**config.mk**
```make
export PLATFORM = sky130hd
export DESIGN_NAME = disk_ctrl_command_unit
export DESIGN_NICKNAME = d
export VERILOG_FILES = /design/src/rtl/disk_ctrl_pkg.sv /design/src/rtl/delay_timer.sv /design/src/rtl/pin_sync.sv /design/src/rtl/disk_ctrl_command_unit.sv
export VERILOG_INCLUDE_DIRS = /design/src /design/src/rtl
export SDC_FILE = /design/constraint.sdc
export NUM_CORES = 1
export LEC_CHECK = 0
export BUFFER_PORTS_ARGS = -buffer_cell sky130_fd_sc_hd__buf_4
export CAP_MARGIN = 20
export CELL_PAD_IN_SITES_DETAIL_PLACEMENT = 0
export CELL_PAD_IN_SITES_GLOBAL_PLACEMENT = 2
export CORE_ASPECT_RATIO = 1.5
export CORE_UTILIZATION = 39
export CTS_BUF_LIST = sky130_fd_sc_hd__clkbuf_16
export DETAILED_ROUTE_END_ITERATION = 8
export PLACE_DENSITY = 0.86
export SYNTH_ARGS = -nofsm -noshare
export SYNTH_HDL_FRONTEND = slang
export SYNTH_SLANG_ARGS = --single-unit
```
**constraint.sdc**
```tcl
create_clock -name hclk -period 3.3 [get_ports hclk]
set_clock_uncertainty 0.2 [all_clocks]
set_input_delay 0.825 -clock hclk [delete_from_list [all_inputs] [get_ports hclk]]
set_output_delay 0.825 -clock hclk [all_outputs]
set_load 0.01 [all_outputs]
```
**src/rtl/disk_ctrl_params.svh**
```systemverilog
// Register offsets, field positions, reset values and timing counts for the command unit
`ifndef DISK_CTRL_PARAMS_SVH
`define DISK_CTRL_PARAMS_SVH

`define OFS_COMMAND 12'h000
`define OFS_RESULT 12'h004
`define OFS_CONFIG 12'h008
`define OFS_TIMING 12'h00c
`define OFS_STATUS 12'h010
`define OFS_CYLINDER 12'h014
`define OFS_DRIVE 12'h018

`define CFG_EIS_BIT 6
`define CFG_FIFO_DIS_BIT 5
`define CFG_POLL_DIS_BIT 4
`define CFG_RESET 16'h0020
`define PRECOMP_START_TRACK_RESET 8'h00
`define TIMING_RESET 16'h0000

`define ST0_SE_BIT 5
`define ST0_EC_BIT 4
`define ST0_HEAD_BIT 2
`define IC_NORMAL 2'b00
`define IC_ABNORMAL 2'b01
`define IC_POLL 2'b11

`define VERSION_BYTE 8'h5a
`define RECAL_MAX_STEPS 8'd79

// Base unit of the timing tables at the 2 Mbps rate, 0.5 ms
`define BASE_UNIT_NS 500000
`define CLK_PERIOD_NS 10
`define BASE_UNIT_CYCLES (`BASE_UNIT_NS / `CLK_PERIOD_NS)
`define STEP_PULSE_NS 1000
`define STEP_PULSE_CYCLES (`STEP_PULSE_NS / `CLK_PERIOD_NS)

`endif

```
**src/rtl/disk_ctrl_pkg.sv**
```systemverilog
// Types shared by the disk controller command unit
package disk_ctrl_pkg;
  typedef enum logic [3:0]
  {
    OP_SEEK = 4'h0,
    OP_RECAL = 4'h1,
    OP_REL_SEEK = 4'h2,
    OP_SENSE_INT = 4'h3,
    OP_DRIVE_STATUS = 4'h4,
    OP_SPECIFY = 4'h5,
    OP_CONFIGURE = 4'h6,
    OP_VERSION = 4'h7,
    OP_XFER_DONE = 4'h8,
    OP_XFER_BYTE = 4'h9
  } opcode_t;

  typedef enum logic [4:0]
  {
    ST_IDLE = 5'b00001,
    ST_STEP = 5'b00010,
    ST_GAP = 5'b00100,
    ST_DONE = 5'b01000,
    ST_XFER = 5'b10000
  } seek_state_t;

  typedef logic [1:0] rate_t;
endpackage

```
**src/rtl/delay_timer.sv**
```systemverilog
// Programmable delay counter in data-rate scaled units
`timescale 1ns/1ps
module delay_timer #(
  parameter int UNIT_CYCLES = 50000,
  parameter int CODE_W = 8
) (
  input wire logic hclk,
  input wire logic hresetn,
  input wire logic start,
  input wire logic [CODE_W-1:0] units,
  input wire disk_ctrl_pkg::rate_t rate,
  output logic busy,
  output logic done
);
  import disk_ctrl_pkg::*;

  logic [31:0] unit_cnt_q;
  logic [CODE_W+2:0] left_q;
  logic [31:0] unit_len;

  // Slower rates stretch each unit by 2, 4 or 8
  assign unit_len = 32'(UNIT_CYCLES) << rate;
  assign busy = left_q != '0;

  always_ff @(posedge hclk or negedge hresetn)
  begin
    if (!hresetn)
      left_q <= '0;
    else if (start)
      left_q <= {3'b000, units};
    else if (busy && unit_cnt_q == unit_len - 32'd1)
      left_q <= left_q - 1'b1;
  end

  always_ff @(posedge hclk or negedge hresetn)
  begin
    if (!hresetn)
      unit_cnt_q <= '0;
    else if (start || !busy || unit_cnt_q == unit_len - 32'd1)
      unit_cnt_q <= '0;
    else
      unit_cnt_q <= unit_cnt_q + 32'd1;
  end

  always_ff @(posedge hclk or negedge hresetn)
  begin
    if (!hresetn)
      done <= 1'b0;
    else
      done <= busy && left_q == 1 && unit_cnt_q == unit_len - 32'd1;
  end
endmodule

```
**src/rtl/pin_sync.sv**
```systemverilog
// Two flip-flop synchroniser for drive pins
`timescale 1ns/1ps
module pin_sync #(
  parameter int W = 1
) (
  input wire logic hclk,
  input wire logic hresetn,
  input wire logic [W-1:0] async_in,
  output logic [W-1:0] sync_out
);
  logic [W-1:0] meta_q;

  always_ff @(posedge hclk or negedge hresetn)
  begin
    if (!hresetn)
    begin
      meta_q <= '0;
      sync_out <= '0;
    end
    else
    begin
      meta_q <= async_in;
      sync_out <= meta_q;
    end
  end
endmodule

```
**src/rtl/disk_ctrl_command_unit.sv**
```systemverilog
// Control-command unit of a floppy disk controller with an AHB-Lite register port
`timescale 1ns/1ps
`include "disk_ctrl_params.svh"
module disk_ctrl_command_unit #(
  parameter int UNIT_CYCLES = `BASE_UNIT_CYCLES,
  parameter int PULSE_CYCLES = `STEP_PULSE_CYCLES
) (
  input wire logic hclk,
  input wire logic hresetn,
  input wire logic hsel,
  input wire logic [31:0] haddr,
  input wire logic [1:0] htrans,
  input wire logic hwrite,
  input wire logic [2:0] hsize,
  input wire logic [31:0] hwdata,
  input wire logic hready,
  output logic [31:0] hrdata,
  output logic hreadyout,
  output logic hresp,
  input wire disk_ctrl_pkg::rate_t data_rate,
  input wire logic track_zero_signal,
  input wire logic [7:0] drive_status_pins,
  output logic step_out,
  output logic direction,
  output logic head_load,
  output logic dma_request,
  output logic request_for_master,
  output logic interrupt
);
  import disk_ctrl_pkg::*;

  // ------------------------------------------------------------------
  // Bus slave
  // ------------------------------------------------------------------
  logic wr_pend_q;
  logic [11:0] addr_q;
  logic wr_go;
  logic rd_go;

  assign hreadyout = 1'b1;
  assign hresp = 1'b0;
  assign rd_go = hsel && hready && htrans[1] && !hwrite;
  assign wr_go = wr_pend_q;

  always_ff @(posedge hclk or negedge hresetn)
  begin
    if (!hresetn)
    begin
      wr_pend_q <= 1'b0;
      addr_q <= '0;
    end
    else
    begin
      wr_pend_q <= hsel && hready && htrans[1] && hwrite;
      if (hsel && hready && htrans[1])
        addr_q <= haddr[11:0];
    end
  end

  // ------------------------------------------------------------------
  // Pins and timers
  // ------------------------------------------------------------------
  logic trk0_s;
  logic [7:0] drv_s;

  pin_sync #(.W(9)) u_sync (
    .hclk(hclk),
    .hresetn(hresetn),
    .async_in({track_zero_signal, drive_status_pins}),
    .sync_out({trk0_s, drv_s})
  );

  logic [3:0] step_interval_q;
  logic [3:0] head_unload_delay_q;
  logic [6:0] head_load_delay_q;
  logic no_dma_select_q;
  logic [7:0] cfg_q;
  logic [7:0] precomp_start_track_q;
  logic [7:0] present_cylinder_q;
  logic [7:0] new_cylinder_q;
  logic [7:0] steps_left_q;
  logic [7:0] status_byte_zero_q;
  logic [7:0] result_q;
  logic int_seek_q;
  logic int_result_q;
  logic poll_pend_q;
  logic xfer_need_q;
  logic rel_q;
  logic recal_q;
  logic implied_q;
  logic [31:0] pulse_cnt_q;
  logic first_gap_q;
  seek_state_t state_q;

  logic cmd_wr;
  opcode_t op;
  assign cmd_wr = wr_go && addr_q == `OFS_COMMAND;
  assign op = opcode_t'(hwdata[27:24]);

  logic gap_start;
  logic gap_busy;
  logic gap_done;
  logic [7:0] gap_units;
  logic hlt_start;
  logic hlt_busy;
  logic hlt_done;
  logic hut_start;
  logic hut_busy;

  // Step interval code 0 means 16 units; first gap is one unit shorter except with code 1
  assign gap_units = 8'({~|step_interval_q, step_interval_q}) - {7'h0, first_gap_q && step_interval_q != 4'h1};

  delay_timer #(.UNIT_CYCLES(UNIT_CYCLES), .CODE_W(8)) u_step (
    .hclk(hclk),
    .hresetn(hresetn),
    .start(gap_start),
    .units(gap_units),
    .rate(data_rate),
    .busy(gap_busy),
    .done(gap_done)
  );

  delay_timer #(.UNIT_CYCLES(UNIT_CYCLES), .CODE_W(8)) u_load (
    .hclk(hclk),
    .hresetn(hresetn),
    .start(hlt_start),
    .units({~|head_load_delay_q, head_load_delay_q}),
    .rate(data_rate),
    .busy(hlt_busy),
    .done(hlt_done)
  );

  delay_timer #(.UNIT_CYCLES(UNIT_CYCLES * 16), .CODE_W(8)) u_unload (
    .hclk(hclk),
    .hresetn(hresetn),
    .start(hut_start),
    .units({3'b000, ~|head_unload_delay_q, head_unload_delay_q}),
    .rate(data_rate),
    .busy(hut_busy),
    .done()
  );

  // ------------------------------------------------------------------
  // Parameter registers
  // ------------------------------------------------------------------
  always_ff @(posedge hclk or negedge hresetn)
  begin
    if (!hresetn)
    begin
      step_interval_q <= 4'(`TIMING_RESET);
      head_unload_delay_q <= '0;
      head_load_delay_q <= '0;
      no_dma_select_q <= 1'b0;
    end
    else if (cmd_wr && op == OP_SPECIFY)
    begin
      step_interval_q <= hwdata[7:4];
      head_unload_delay_q <= hwdata[3:0];
      head_load_delay_q <= hwdata[15:9];
      no_dma_select_q <= hwdata[8];
    end
  end

  always_ff @(posedge hclk or negedge hresetn)
  begin
    if (!hresetn)
    begin
      cfg_q <= 8'(`CFG_RESET);
      precomp_start_track_q <= `PRECOMP_START_TRACK_RESET;
    end
    else if (cmd_wr && op == OP_CONFIGURE)
    begin
      cfg_q <= hwdata[7:0];
      precomp_start_track_q <= hwdata[15:8];
    end
  end

  // ------------------------------------------------------------------
  // Seek engine
  // ------------------------------------------------------------------
  logic seek_cmd;
  assign seek_cmd = cmd_wr && state_q == ST_IDLE
    && (op == OP_SEEK || op == OP_RECAL || op == OP_REL_SEEK || op == OP_XFER_DONE);
  assign gap_start = state_q == ST_STEP && pulse_cnt_q == 32'(PULSE_CYCLES - 1);
  assign hlt_start = cmd_wr && op == OP_XFER_BYTE && !head_load;
  assign hut_start = state_q == ST_XFER && cmd_wr && op == OP_XFER_DONE;

  logic more_steps;
  assign more_steps = recal_q ? !trk0_s && steps_left_q != 8'd0
    : steps_left_q != 8'd0;

  always_ff @(posedge hclk or negedge hresetn)
  begin
    if (!hresetn)
    begin
      state_q <= ST_IDLE;
      steps_left_q <= '0;
      direction <= 1'b0;
      rel_q <= 1'b0;
      recal_q <= 1'b0;
      implied_q <= 1'b0;
      first_gap_q <= 1'b0;
      pulse_cnt_q <= '0;
      present_cylinder_q <= '0;
      new_cylinder_q <= '0;
    end
    else
    begin
      unique case (state_q)
        ST_IDLE:
        begin
          first_gap_q <= 1'b1;
          pulse_cnt_q <= '0;
          if (cmd_wr && op == OP_XFER_BYTE)
          begin
            new_cylinder_q <= hwdata[7:0];
            if (cfg_q[`CFG_EIS_BIT] && hwdata[7:0] != present_cylinder_q)
            begin
              implied_q <= 1'b1;
              rel_q <= 1'b0;
              recal_q <= 1'b0;
              direction <= present_cylinder_q < hwdata[7:0];
              steps_left_q <= present_cylinder_q < hwdata[7:0]
                ? hwdata[7:0] - present_cylinder_q : present_cylinder_q - hwdata[7:0];
              state_q <= ST_STEP;
            end
            else
              state_q <= ST_XFER;
          end
          else if (seek_cmd && op == OP_SEEK)
          begin
            new_cylinder_q <= hwdata[7:0];
            rel_q <= 1'b0;
            recal_q <= 1'b0;
            implied_q <= 1'b0;
            direction <= present_cylinder_q < hwdata[7:0];
            steps_left_q <= present_cylinder_q < hwdata[7:0]
              ? hwdata[7:0] - present_cylinder_q : present_cylinder_q - hwdata[7:0];
            state_q <= hwdata[7:0] == present_cylinder_q ? ST_DONE : ST_STEP;
          end
          else if (seek_cmd && op == OP_RECAL)
          begin
            rel_q <= 1'b0;
            recal_q <= 1'b1;
            implied_q <= 1'b0;
            direction <= 1'b0;
            present_cylinder_q <= '0;
            steps_left_q <= `RECAL_MAX_STEPS;
            state_q <= ST_STEP;
          end
          else if (seek_cmd && op == OP_REL_SEEK)
          begin
            rel_q <= 1'b1;
            recal_q <= 1'b0;
            implied_q <= 1'b0;
            direction <= hwdata[8];
            steps_left_q <= hwdata[7:0];
            state_q <= hwdata[7:0] == 8'd0 ? ST_DONE : ST_STEP;
          end
        end
        ST_STEP:
        begin
          if (recal_q && trk0_s)
            state_q <= ST_DONE;
          else if (pulse_cnt_q == 32'(PULSE_CYCLES - 1))
          begin
            pulse_cnt_q <= '0;
            steps_left_q <= steps_left_q - 8'd1;
            if (!recal_q)
              present_cylinder_q <= direction ? present_cylinder_q + 8'd1
                : present_cylinder_q - 8'd1;
            state_q <= ST_GAP;
          end
          else
            pulse_cnt_q <= pulse_cnt_q + 32'd1;
        end
        ST_GAP:
          if (gap_done)
          begin
            first_gap_q <= 1'b0;
            state_q <= more_steps ? ST_STEP : (implied_q ? ST_XFER : ST_DONE);
          end
        ST_DONE:
          state_q <= ST_IDLE;
        ST_XFER:
          if (cmd_wr && op == OP_XFER_DONE)
            state_q <= ST_IDLE;
      endcase
    end
  end

  assign step_out = state_q == ST_STEP && !(recal_q && trk0_s);

  always_ff @(posedge hclk or negedge hresetn)
  begin
    if (!hresetn)
      head_load <= 1'b0;
    else if (hlt_start)
      head_load <= 1'b1;
    else if (!hut_busy && !hlt_busy && state_q == ST_IDLE && !hut_start)
      head_load <= head_load && hut_start;
  end

  // ------------------------------------------------------------------
  // Status byte zero, interrupt causes
  // ------------------------------------------------------------------
  logic sense;
  assign sense = cmd_wr && op == OP_SENSE_INT;

  always_ff @(posedge hclk or negedge hresetn)
  begin
    if (!hresetn)
      status_byte_zero_q <= 8'h00;
    else if (state_q == ST_DONE)
    begin
      status_byte_zero_q[`ST0_SE_BIT] <= 1'b1;
      status_byte_zero_q[`ST0_HEAD_BIT] <= 1'b0;
      status_byte_zero_q[7:6] <= recal_q && !trk0_s ? `IC_ABNORMAL : `IC_NORMAL;
      status_byte_zero_q[`ST0_EC_BIT] <= (recal_q && !trk0_s)
        || (rel_q && !direction && trk0_s && steps_left_q == 8'd0 && present_cylinder_q != 8'd0);
    end
    else if (rel_q && state_q == ST_GAP && !direction && trk0_s)
      status_byte_zero_q[`ST0_EC_BIT] <= 1'b1;
    else if (poll_pend_q && !int_seek_q)
      status_byte_zero_q <= {`IC_POLL, 6'b000000};
  end

  // Polling waits while the head is loaded and unload delay still runs
  always_ff @(posedge hclk or negedge hresetn)
  begin
    if (!hresetn)
      poll_pend_q <= 1'b1;
    else if (poll_pend_q && !(head_load && hut_busy))
      poll_pend_q <= 1'b0;
  end

  always_ff @(posedge hclk or negedge hresetn)
  begin
    if (!hresetn)
      int_seek_q <= 1'b0;
    else if (state_q == ST_DONE && !implied_q)
      int_seek_q <= 1'b1;
    else if (poll_pend_q && !(head_load && hut_busy) && !cfg_q[`CFG_POLL_DIS_BIT])
      int_seek_q <= 1'b1;
    else if (sense)
      int_seek_q <= 1'b0;
  end

  always_ff @(posedge hclk or negedge hresetn)
  begin
    if (!hresetn)
      int_result_q <= 1'b0;
    else if (hut_start)
      int_result_q <= 1'b1;
    else if ((rd_go && haddr[11:0] == `OFS_RESULT) || sense)
      int_result_q <= 1'b0;
  end

  // Byte need after head load settles, as DMA request or, with no DMA selected, master request; single bytes whatever the FIFO bit
  always_ff @(posedge hclk or negedge hresetn)
  begin
    if (!hresetn)
      xfer_need_q <= 1'b0;
    else if (state_q == ST_XFER && !hlt_busy && !xfer_need_q && !(cmd_wr && op == OP_XFER_BYTE))
      xfer_need_q <= 1'b1;
    else if ((cmd_wr && op == OP_XFER_BYTE) || state_q != ST_XFER)
      xfer_need_q <= 1'b0;
  end

  assign request_for_master = no_dma_select_q && xfer_need_q;
  assign dma_request = !no_dma_select_q && xfer_need_q;
  assign interrupt = int_seek_q || int_result_q || request_for_master;

  // ------------------------------------------------------------------
  // Result byte and read mux
  // ------------------------------------------------------------------
  always_ff @(posedge hclk or negedge hresetn)
  begin
    if (!hresetn)
      result_q <= '0;
    else if (sense)
      result_q <= status_byte_zero_q;
    else if (cmd_wr && op == OP_DRIVE_STATUS)
      result_q <= {drv_s[7:5], trk0_s, drv_s[3:0]};
    else if (cmd_wr && op == OP_VERSION)
      result_q <= `VERSION_BYTE;
  end

  always_ff @(posedge hclk or negedge hresetn)
  begin
    if (!hresetn)
      hrdata <= '0;
    else if (rd_go)
      unique case (haddr[11:0])
        `OFS_RESULT: hrdata <= {24'h0, result_q};
        `OFS_CONFIG: hrdata <= {16'h0, precomp_start_track_q, cfg_q};
        `OFS_TIMING: hrdata <= {16'h0, head_load_delay_q, no_dma_select_q,
          step_interval_q, head_unload_delay_q};
        `OFS_STATUS: hrdata <= {24'h0, status_byte_zero_q};
        `OFS_CYLINDER: hrdata <= {16'h0, new_cylinder_q, present_cylinder_q};
        `OFS_DRIVE: hrdata <= {24'h0, 3'b000, state_q};
        default: hrdata <= '0;
      endcase
  end
endmodule

```
# Word-level counts from Yosys, hierarchy flattened
# Cells that the tools add are included.
word_totals:
  register_bits: 309
  input_bits: 85
  wordCells: 303
op_classes:
  addsub: 15
  n_lt_le_gt_ge: 1
  n_eq_ne: 42
  shifts: 2
  muxes: 86
  n_reduce_logical: 121
ops:
  columns: ["cell", "count"]
  rows:
  - ["8-bit two-way mux", 21]
  - ["32-bit two-way mux", 5]
  - ["32-bit by 1-bit adder with 32-bit output (second input constant)", 4]
  - ["32-bit == test", 3]
  - ["16-bit one-hot mux with 6 select lines", 1]
  - ["11-bit two-way mux", 6]
  - ["32-bit one-hot mux with 2 select lines", 1]
  - ["32-bit by 1-bit subtractor with 32-bit output (second input constant)", 2]
  - ["5-bit two-way mux", 11]
  - ["1-bit logical AND", 54]
  - ["12-bit by 5-bit == test with 1-bit output (second input constant)", 3]
  - ["11-bit nonzero test", 3]
  - ["11-bit by 1-bit subtractor with 11-bit output (second input constant)", 3]
  - ["32-bit by 7-bit == test with 1-bit output (second input constant)", 1]
  - ["1-bit two-way mux", 32]
  - ["8-bit one-hot mux with 2 select lines", 2]
  - ["16-bit by 2-bit << shifter with 32-bit output (first input constant)", 1]
  - ["20-bit by 2-bit << shifter with 32-bit output (first input constant)", 1]
  - ["5-bit one-hot mux with 5 select lines", 1]
  - ["12-bit by 4-bit == test with 1-bit output (second input constant)", 2]
  - ["2-bit nonzero test", 10]
  - ["1-bit zero test", 19]
  - ["2-bit inequality test (second input constant)", 9]
  - ["4-bit by 3-bit == test with 1-bit output (second input constant)", 4]
  - ["other kinds (39)", 68]

# Longest topological paths before layout
logic_depth:
  word_depth: 11
  ltp_mapped: 14
  depth_no_buf: 11

# Cells and area by module
# From an unflattened synthesis, not the netlist that was laid out.
unflattened:
  cells_unflattened: 1751
  area_unflattened_um2: 16752.3
by_module_without_submodules:
  columns: ["mod", "n_inst", "cells_each", "area_each_um2"]
  rows:
  - ["disk_ctrl_command_unit", 1, 882, 8384.3]
  - ["delay_timer (u_load)", 1, 287, 2730.1]
  - ["delay_timer (u_step)", 1, 294, 2667.6]
  - ["delay_timer (u_unload)", 1, 270, 2519.9]
  - ["pin_sync", 1, 18, 450.4]

# Worst setup path after synthesis
# OpenSTA, ideal clock, no wires.
synth_timing:
  kind: "input -> register"
  from: "input port data_rate[1]"
  to: "register u_step.left_q[6]"
  setup_time_ps: 79
  t_arrival_ps: 3704
  t_required_ps: 3021
  setup_slack_ps: -684
  path_stages: 11
  path_buffers: 2
  path_cell_list: "clkbuf_1 > inv_1 > ha_1 > buf_2 > or4b_2 > a22oi_1 > nand4_1 > nor4_4 > nand2_1 > a22oi_1 > a2bb2oi_1"
synth_between:
  elab_chain_len: 5
synth_rtl:
  columns: ["element", "line_no", "text"]
  rows:
  - ["from (decl)", "disk_ctrl_command_unit.sv:20", "input wire disk_ctrl_pkg::rate_t data_rate,"]
  - ["16-bit by 2-bit << shifter with 32-bit output", "delay_timer.sv:22", "assign unit_len = 32'(UNIT_CYCLES) << rate;"]
  - ["32-bit by 1-bit subtractor with 32-bit output", "delay_timer.sv:31", "else if (busy && unit_cnt_q == unit_len - 32'd1)"]
  - ["32-bit == test", "delay_timer.sv:31", null]
  - ["1-bit logical AND", "delay_timer.sv:31", null]
  - ["2-bit nonzero test (no line)", null, null]
  - ["to (signal assigned)", "delay_timer.sv:30", "left_q <= {3'b000, units};"]
  - ["to (signal assigned)", "delay_timer.sv:32", "left_q <= left_q - 1'b1;"]
  - ["to (decl)", "delay_timer.sv:18", "logic [CODE_W+2:0] left_q;"]
# Every way passes these cells.
# A chain may end at the register's enable or synchronous reset.

# Worst setup path after layout
layout_timing:
  from: "register u_unload.unit_cnt_q[26]"
  to: "register u_unload.left_q[7]"
layout_between:
  elab_chain_len: 3
layout_rtl:
  columns: ["element", "line_no", "text"]
  rows:
  - ["from (decl)", "delay_timer.sv:17", "logic [31:0] unit_cnt_q;"]
  - ["from (signal assigned)", "delay_timer.sv:42", "unit_cnt_q <= unit_cnt_q + 32'd1;"]
  - ["32-bit == test", "delay_timer.sv:31", null]
  - ["1-bit logical AND", "delay_timer.sv:31", null]
  - ["2-bit nonzero test (no line)", null, null]
  - ["to (signal assigned)", "delay_timer.sv:30", null]
  - ["to (signal assigned)", "delay_timer.sv:32", null]
  - ["to (decl)", "delay_timer.sv:18", null]
# Every way passes these cells.

==> key figures <==
Status
  • Outcome: finished clean

Yosys
  • Post-synth top area share: approximately 45%
  • Synth cell types: between 80 and 90
  • Sequential fraction of the synthesis area: 46.0%
  • Yosys reg bits: 290
  • Synth top cells by count: 287 x dfrtp_1, 217 x nor2_1, 152 x nand2_1, 90 x o21ai_0, 88 x nand3_1
  • Post-synth EDFFs: 0
  • Most frequent cell after synthesis: dfrtp_1
  • Synth top area cells: dfrtp_1 45%, nor2_1 5.2%, xor2_1 4.7%, xnor2_1 4.3%, nand2_1 3.6%
  • Area leader, netlist: dfrtp_1
  • Yosys warning total: 0
  • Post-synthesis instance total: ~1700
  • Synthesized area per cell: 9.48 µm²
  • Mapped Area: roughly 16000 µm²
  • Async SR Flop Fraction: between 90% and 100%
  • Primary FF master, synth: dfrtp_1

Pwr
  • Internal: 6.54 mW
  • Static Leak: about 8.4 nW
  • Reg power frac: a little over two fifths
  • Clock network fraction of total power: 36.2%
  • Pwr Density: between 500 and 600 nW/µm²
  • Switch share: about 30%
  • Comb pwr share: a little over a fifth
  • Final total power: roughly 9.4 mW
  • Worst vdd ir: ~0.43 mV
  • Net Switching: between 2 and 3 mW

Route
  • Residual DRC: 0
  • Final wirelength: 40.6 mm
  • Vias per cell: ~5.3
  • Starting DRT DRC Count: 576
  • Post-route ant nets: 0
  • DR pass1 iterations: 5
  • Routed len/inst: between 15 and 20 µm
  • Vias: 12440

Critical path
  • CP arrival: 3400 ps
  • Slowest CP cell: or4_1
  • CP Launch Type: flip-flop
  • Worst setup EP type: flip-flop
  • Max incr delay on CP: 550 ps
  • Critical-path cell list: or4_1 -> a2111oi_1 -> buf_4 -> nand4_1 -> nor4_4 -> nand3_2 -> or3_2 -> a21oi_1
  • Critical path class: reg2reg
  • Crit Path Max Fanout: 7
  • Reg-to-reg setup timing slack: between 200 and 250 ps
  • FF-to-FF path depth: 8
  • R2R Path End: u_unload.left_q[7]$_DFFE_PN0P_
  • R2R Path Start: u_unload.unit_cnt_q[26]$_DFF_PN0_
  • WP data required: around 3600 ps

Global routing
  • Largest net degree at the start of global routing: between 60 and 70
  • GRT overflow: 0
  • Most Crowded Layer GR: met2
  • Met1 GRT Util: roughly 23%
  • Grt met2 use: between 30% and 40%
  • First-pass GRT wire length: between 60 and 70 mm
  • Initial antenna violation count: 0
  • Met3 Use GR: approximately 2.1%
  • Vias in the first global route: about 13000
  • Tot GR Track Use: approximately a fifth

Place
  • GP Congestion: 0.953
  • HPWL Detailed: 30.2 mm
  • Number of buffers added on ports: 69
  • Placed cell area: 17600 µm²

Clock tree
  • H-tree depth: 1
  • Root buffer cell: clkbuf_16
  • CTS Buf Count: 31
  • TritonCTS clock tree: yes
  • Worst-path clk slew: about 60 ps
  • Sink Count: slightly below 300
  • Clock buffer depth: 3
  • Later-pin clock latency in the skew report: between 500 and 600 ps
  • Buffer count from post-CTS setup fixing: 0

Worst hold path
  • Hold Path End: u_sync.meta_q[8]$_DFF_PN0_
  • HP Start: track_zero_signal
  • Hold depth: 1
  • Type of the tightest min-delay check: in2reg

Floorplanning
  • Io pins: 125
  • Initial Util: about two fifths
  • Die Footprint: 41300 µm²
  • Height of the die: 248 µm
  • CORE AREA: about 40000 µm²
  • Row cnt: 89
  • Die width: ~170 µm

Timing
  • Worst slew pin tran: approximately 600 ps
  • Final hold viol count: 0
  • RSZ-0062 raised after global routing: no
  • Final min period: 3080 ps
  • Max Clk Rate: about 320 MHz
  • Final slew viol count: 0
  • Final-report setup violation count: 0
  • Final period util: 93.4%
  • Max-slew headroom: roughly 60%
  • Fin Setup TNS: 0 ps

Flow run
  • MaxCap Viol Count: 0

Finish
  • Final instance area: between 15000 and 20000 µm²
  • Ant. Diodes: 0
  • Area Growth Syn to Fin: 17.7%
  • Fin nets: around 1900
  • Share of cells above drive strength 1: ~15%
==> through the flow <==
step	cells	hold WS (ps)	worst slack, ps	utilization, %
after floorplan	1682	131	-76.4	-
after global placement	2277	132	-188	44.4
after detailed placement	2277	136	-221	44.4
after CTS	2336	104	156	46.9
after global routing	2336	108	1.95	46.9
final	2336	143	219	46.9
==> area by class of cell <==
cell class | instances | area (µm²)
Clock buffer | 31 | 776
Tap cell | 500 | 626
Sequential cell | 290 | 7260
Timing Repair Buffer | 174 | 1440
Multi-Input combinational cell | 1249 | 8030
Inverter | 65 | 256
Fill cell | 3836 | 21100
Clock inverter | 27 | 200
==> power by group through the flow <==
stage | registers [mW] | clock network (mW) | logic, mW
after floorplan | 3.93 | 0 | 1.29
after global placement | 3.99 | 0 | 1.99
after detailed placement | 4.00 | 0 | 2.04
after CTS | 3.94 | 3.51 | 2.05
after global routing | 3.96 | 3.63 | 2.28
final | 3.94 | 3.39 | 2.04
==> worst max-delay path, delay by kind of cell (launching register included) <==
family | cells | cell delay (ps)
flip-flops | 1 | 410
buffers and inverters | 1 | 180
AND/OR/NAND/NOR | 5 | 1670
AO/OA/AOI/OAI | 2 | 550
==> registers in the layout (all words and copies together) (netlist names), 5 cells and up <==
signal                 cells
u_step.left_q             11
steps_left_q               8
u_sync.meta_q              8
state_q                    5
cfg_q                      8
hrdata                    16
head_load_delay_q          7
pulse_cnt_q               32
u_load.unit_cnt_q         32
u_sync.sync_out            8
u_load.left_q             11
addr_q                    12
u_unload.unit_cnt_q       32
new_cylinder_q             8
present_cylinder_q         8
u_unload.left_q           11
result_q                   8
precomp_start_track_q      8
u_step.unit_cnt_q         32
==> layout by cell type (no fill, tap or decap), types with 9 or more instances in the layout <==
master / n
buf_12: 10
a21oi_1: 47
dfrtp_1: 287
nand2_1: 151
ha_1: 37
clkbuf_16: 31
mux2i_1: 26
and3_1: 16
xor2_1: 85
and4_1: 11
or3_1: 18
xnor2_1: 78
mux2_2: 31
nand3_1: 88
o21ai_0: 90
nand2b_1: 15
or4_1: 10
nor3_1: 33
buf_4: 162
a21o_1: 14
nor2_1: 217
and2_1: 9
inv_1: 75
o31ai_1: 11
nor4_1: 37
conb_1: 18
nand4_1: 35
a22o_1: 15
nor2b_1: 13
==> timing repair <==
| item | 4_1_cts | 5_1_grt |
|---|---|---|
| setup endpoints to repair | 0 | 3 |
| gates resized for setup | 0 | 1 |
| hold endpoints to repair | 9 | 0 |
| hold buffers | 1 | 0 |
==> cell families (layout without fill, tap and decap cells) <==
logic type | count (synthesis) | count (layout) | share of synthesized area [%]
AND/OR/NAND/NOR | 709 | 709 | 22.3
flip-flops | 290 | 290 | 46.0
AO/OA/AOI/OAI | 253 | 253 | 10.3
XOR/XNOR | 169 | 169 | 9.89
buffers and inverters | 143 | 297 | 4.03
multiplexers | 57 | 57 | 3.86
adder cells (fa/ha/maj) | 43 | 43 | 3.55
other | 2 | 18 | 0.0475
==> per-layer routing <==
layer | vias up | share of wire, %
met5 | - | 0
met4 | 0 | 3.7
met3 | 75 | 2.7
met2 | 190 | 54
met1 | 6093 | 40
li1 | 6082 | -
==> worst max path at each step <==
stage          depth (start not counted)                         startpoint  slack (ps)                        endpoint
3_5_place_dp                          10                       data_rate[1]        -220  u_unload.left_q[7]$_DFFE_PN0P_
2_1_floorplan                         11                       data_rate[1]         -80  u_unload.left_q[7]$_DFFE_PN0P_
3_3_place_gp                          10                       data_rate[1]        -190  u_unload.left_q[9]$_DFFE_PN0P_
6_report                               8  u_unload.unit_cnt_q[26]$_DFF_PN0_         220  u_unload.left_q[7]$_DFFE_PN0P_
4_1_cts                                8  u_unload.unit_cnt_q[26]$_DFF_PN0_         160  u_unload.left_q[7]$_DFFE_PN0P_
5_1_grt                                8  u_unload.unit_cnt_q[26]$_DFF_PN0_           2  u_unload.left_q[5]$_DFFE_PN0P_
Power figures use the tool's default switching activity.
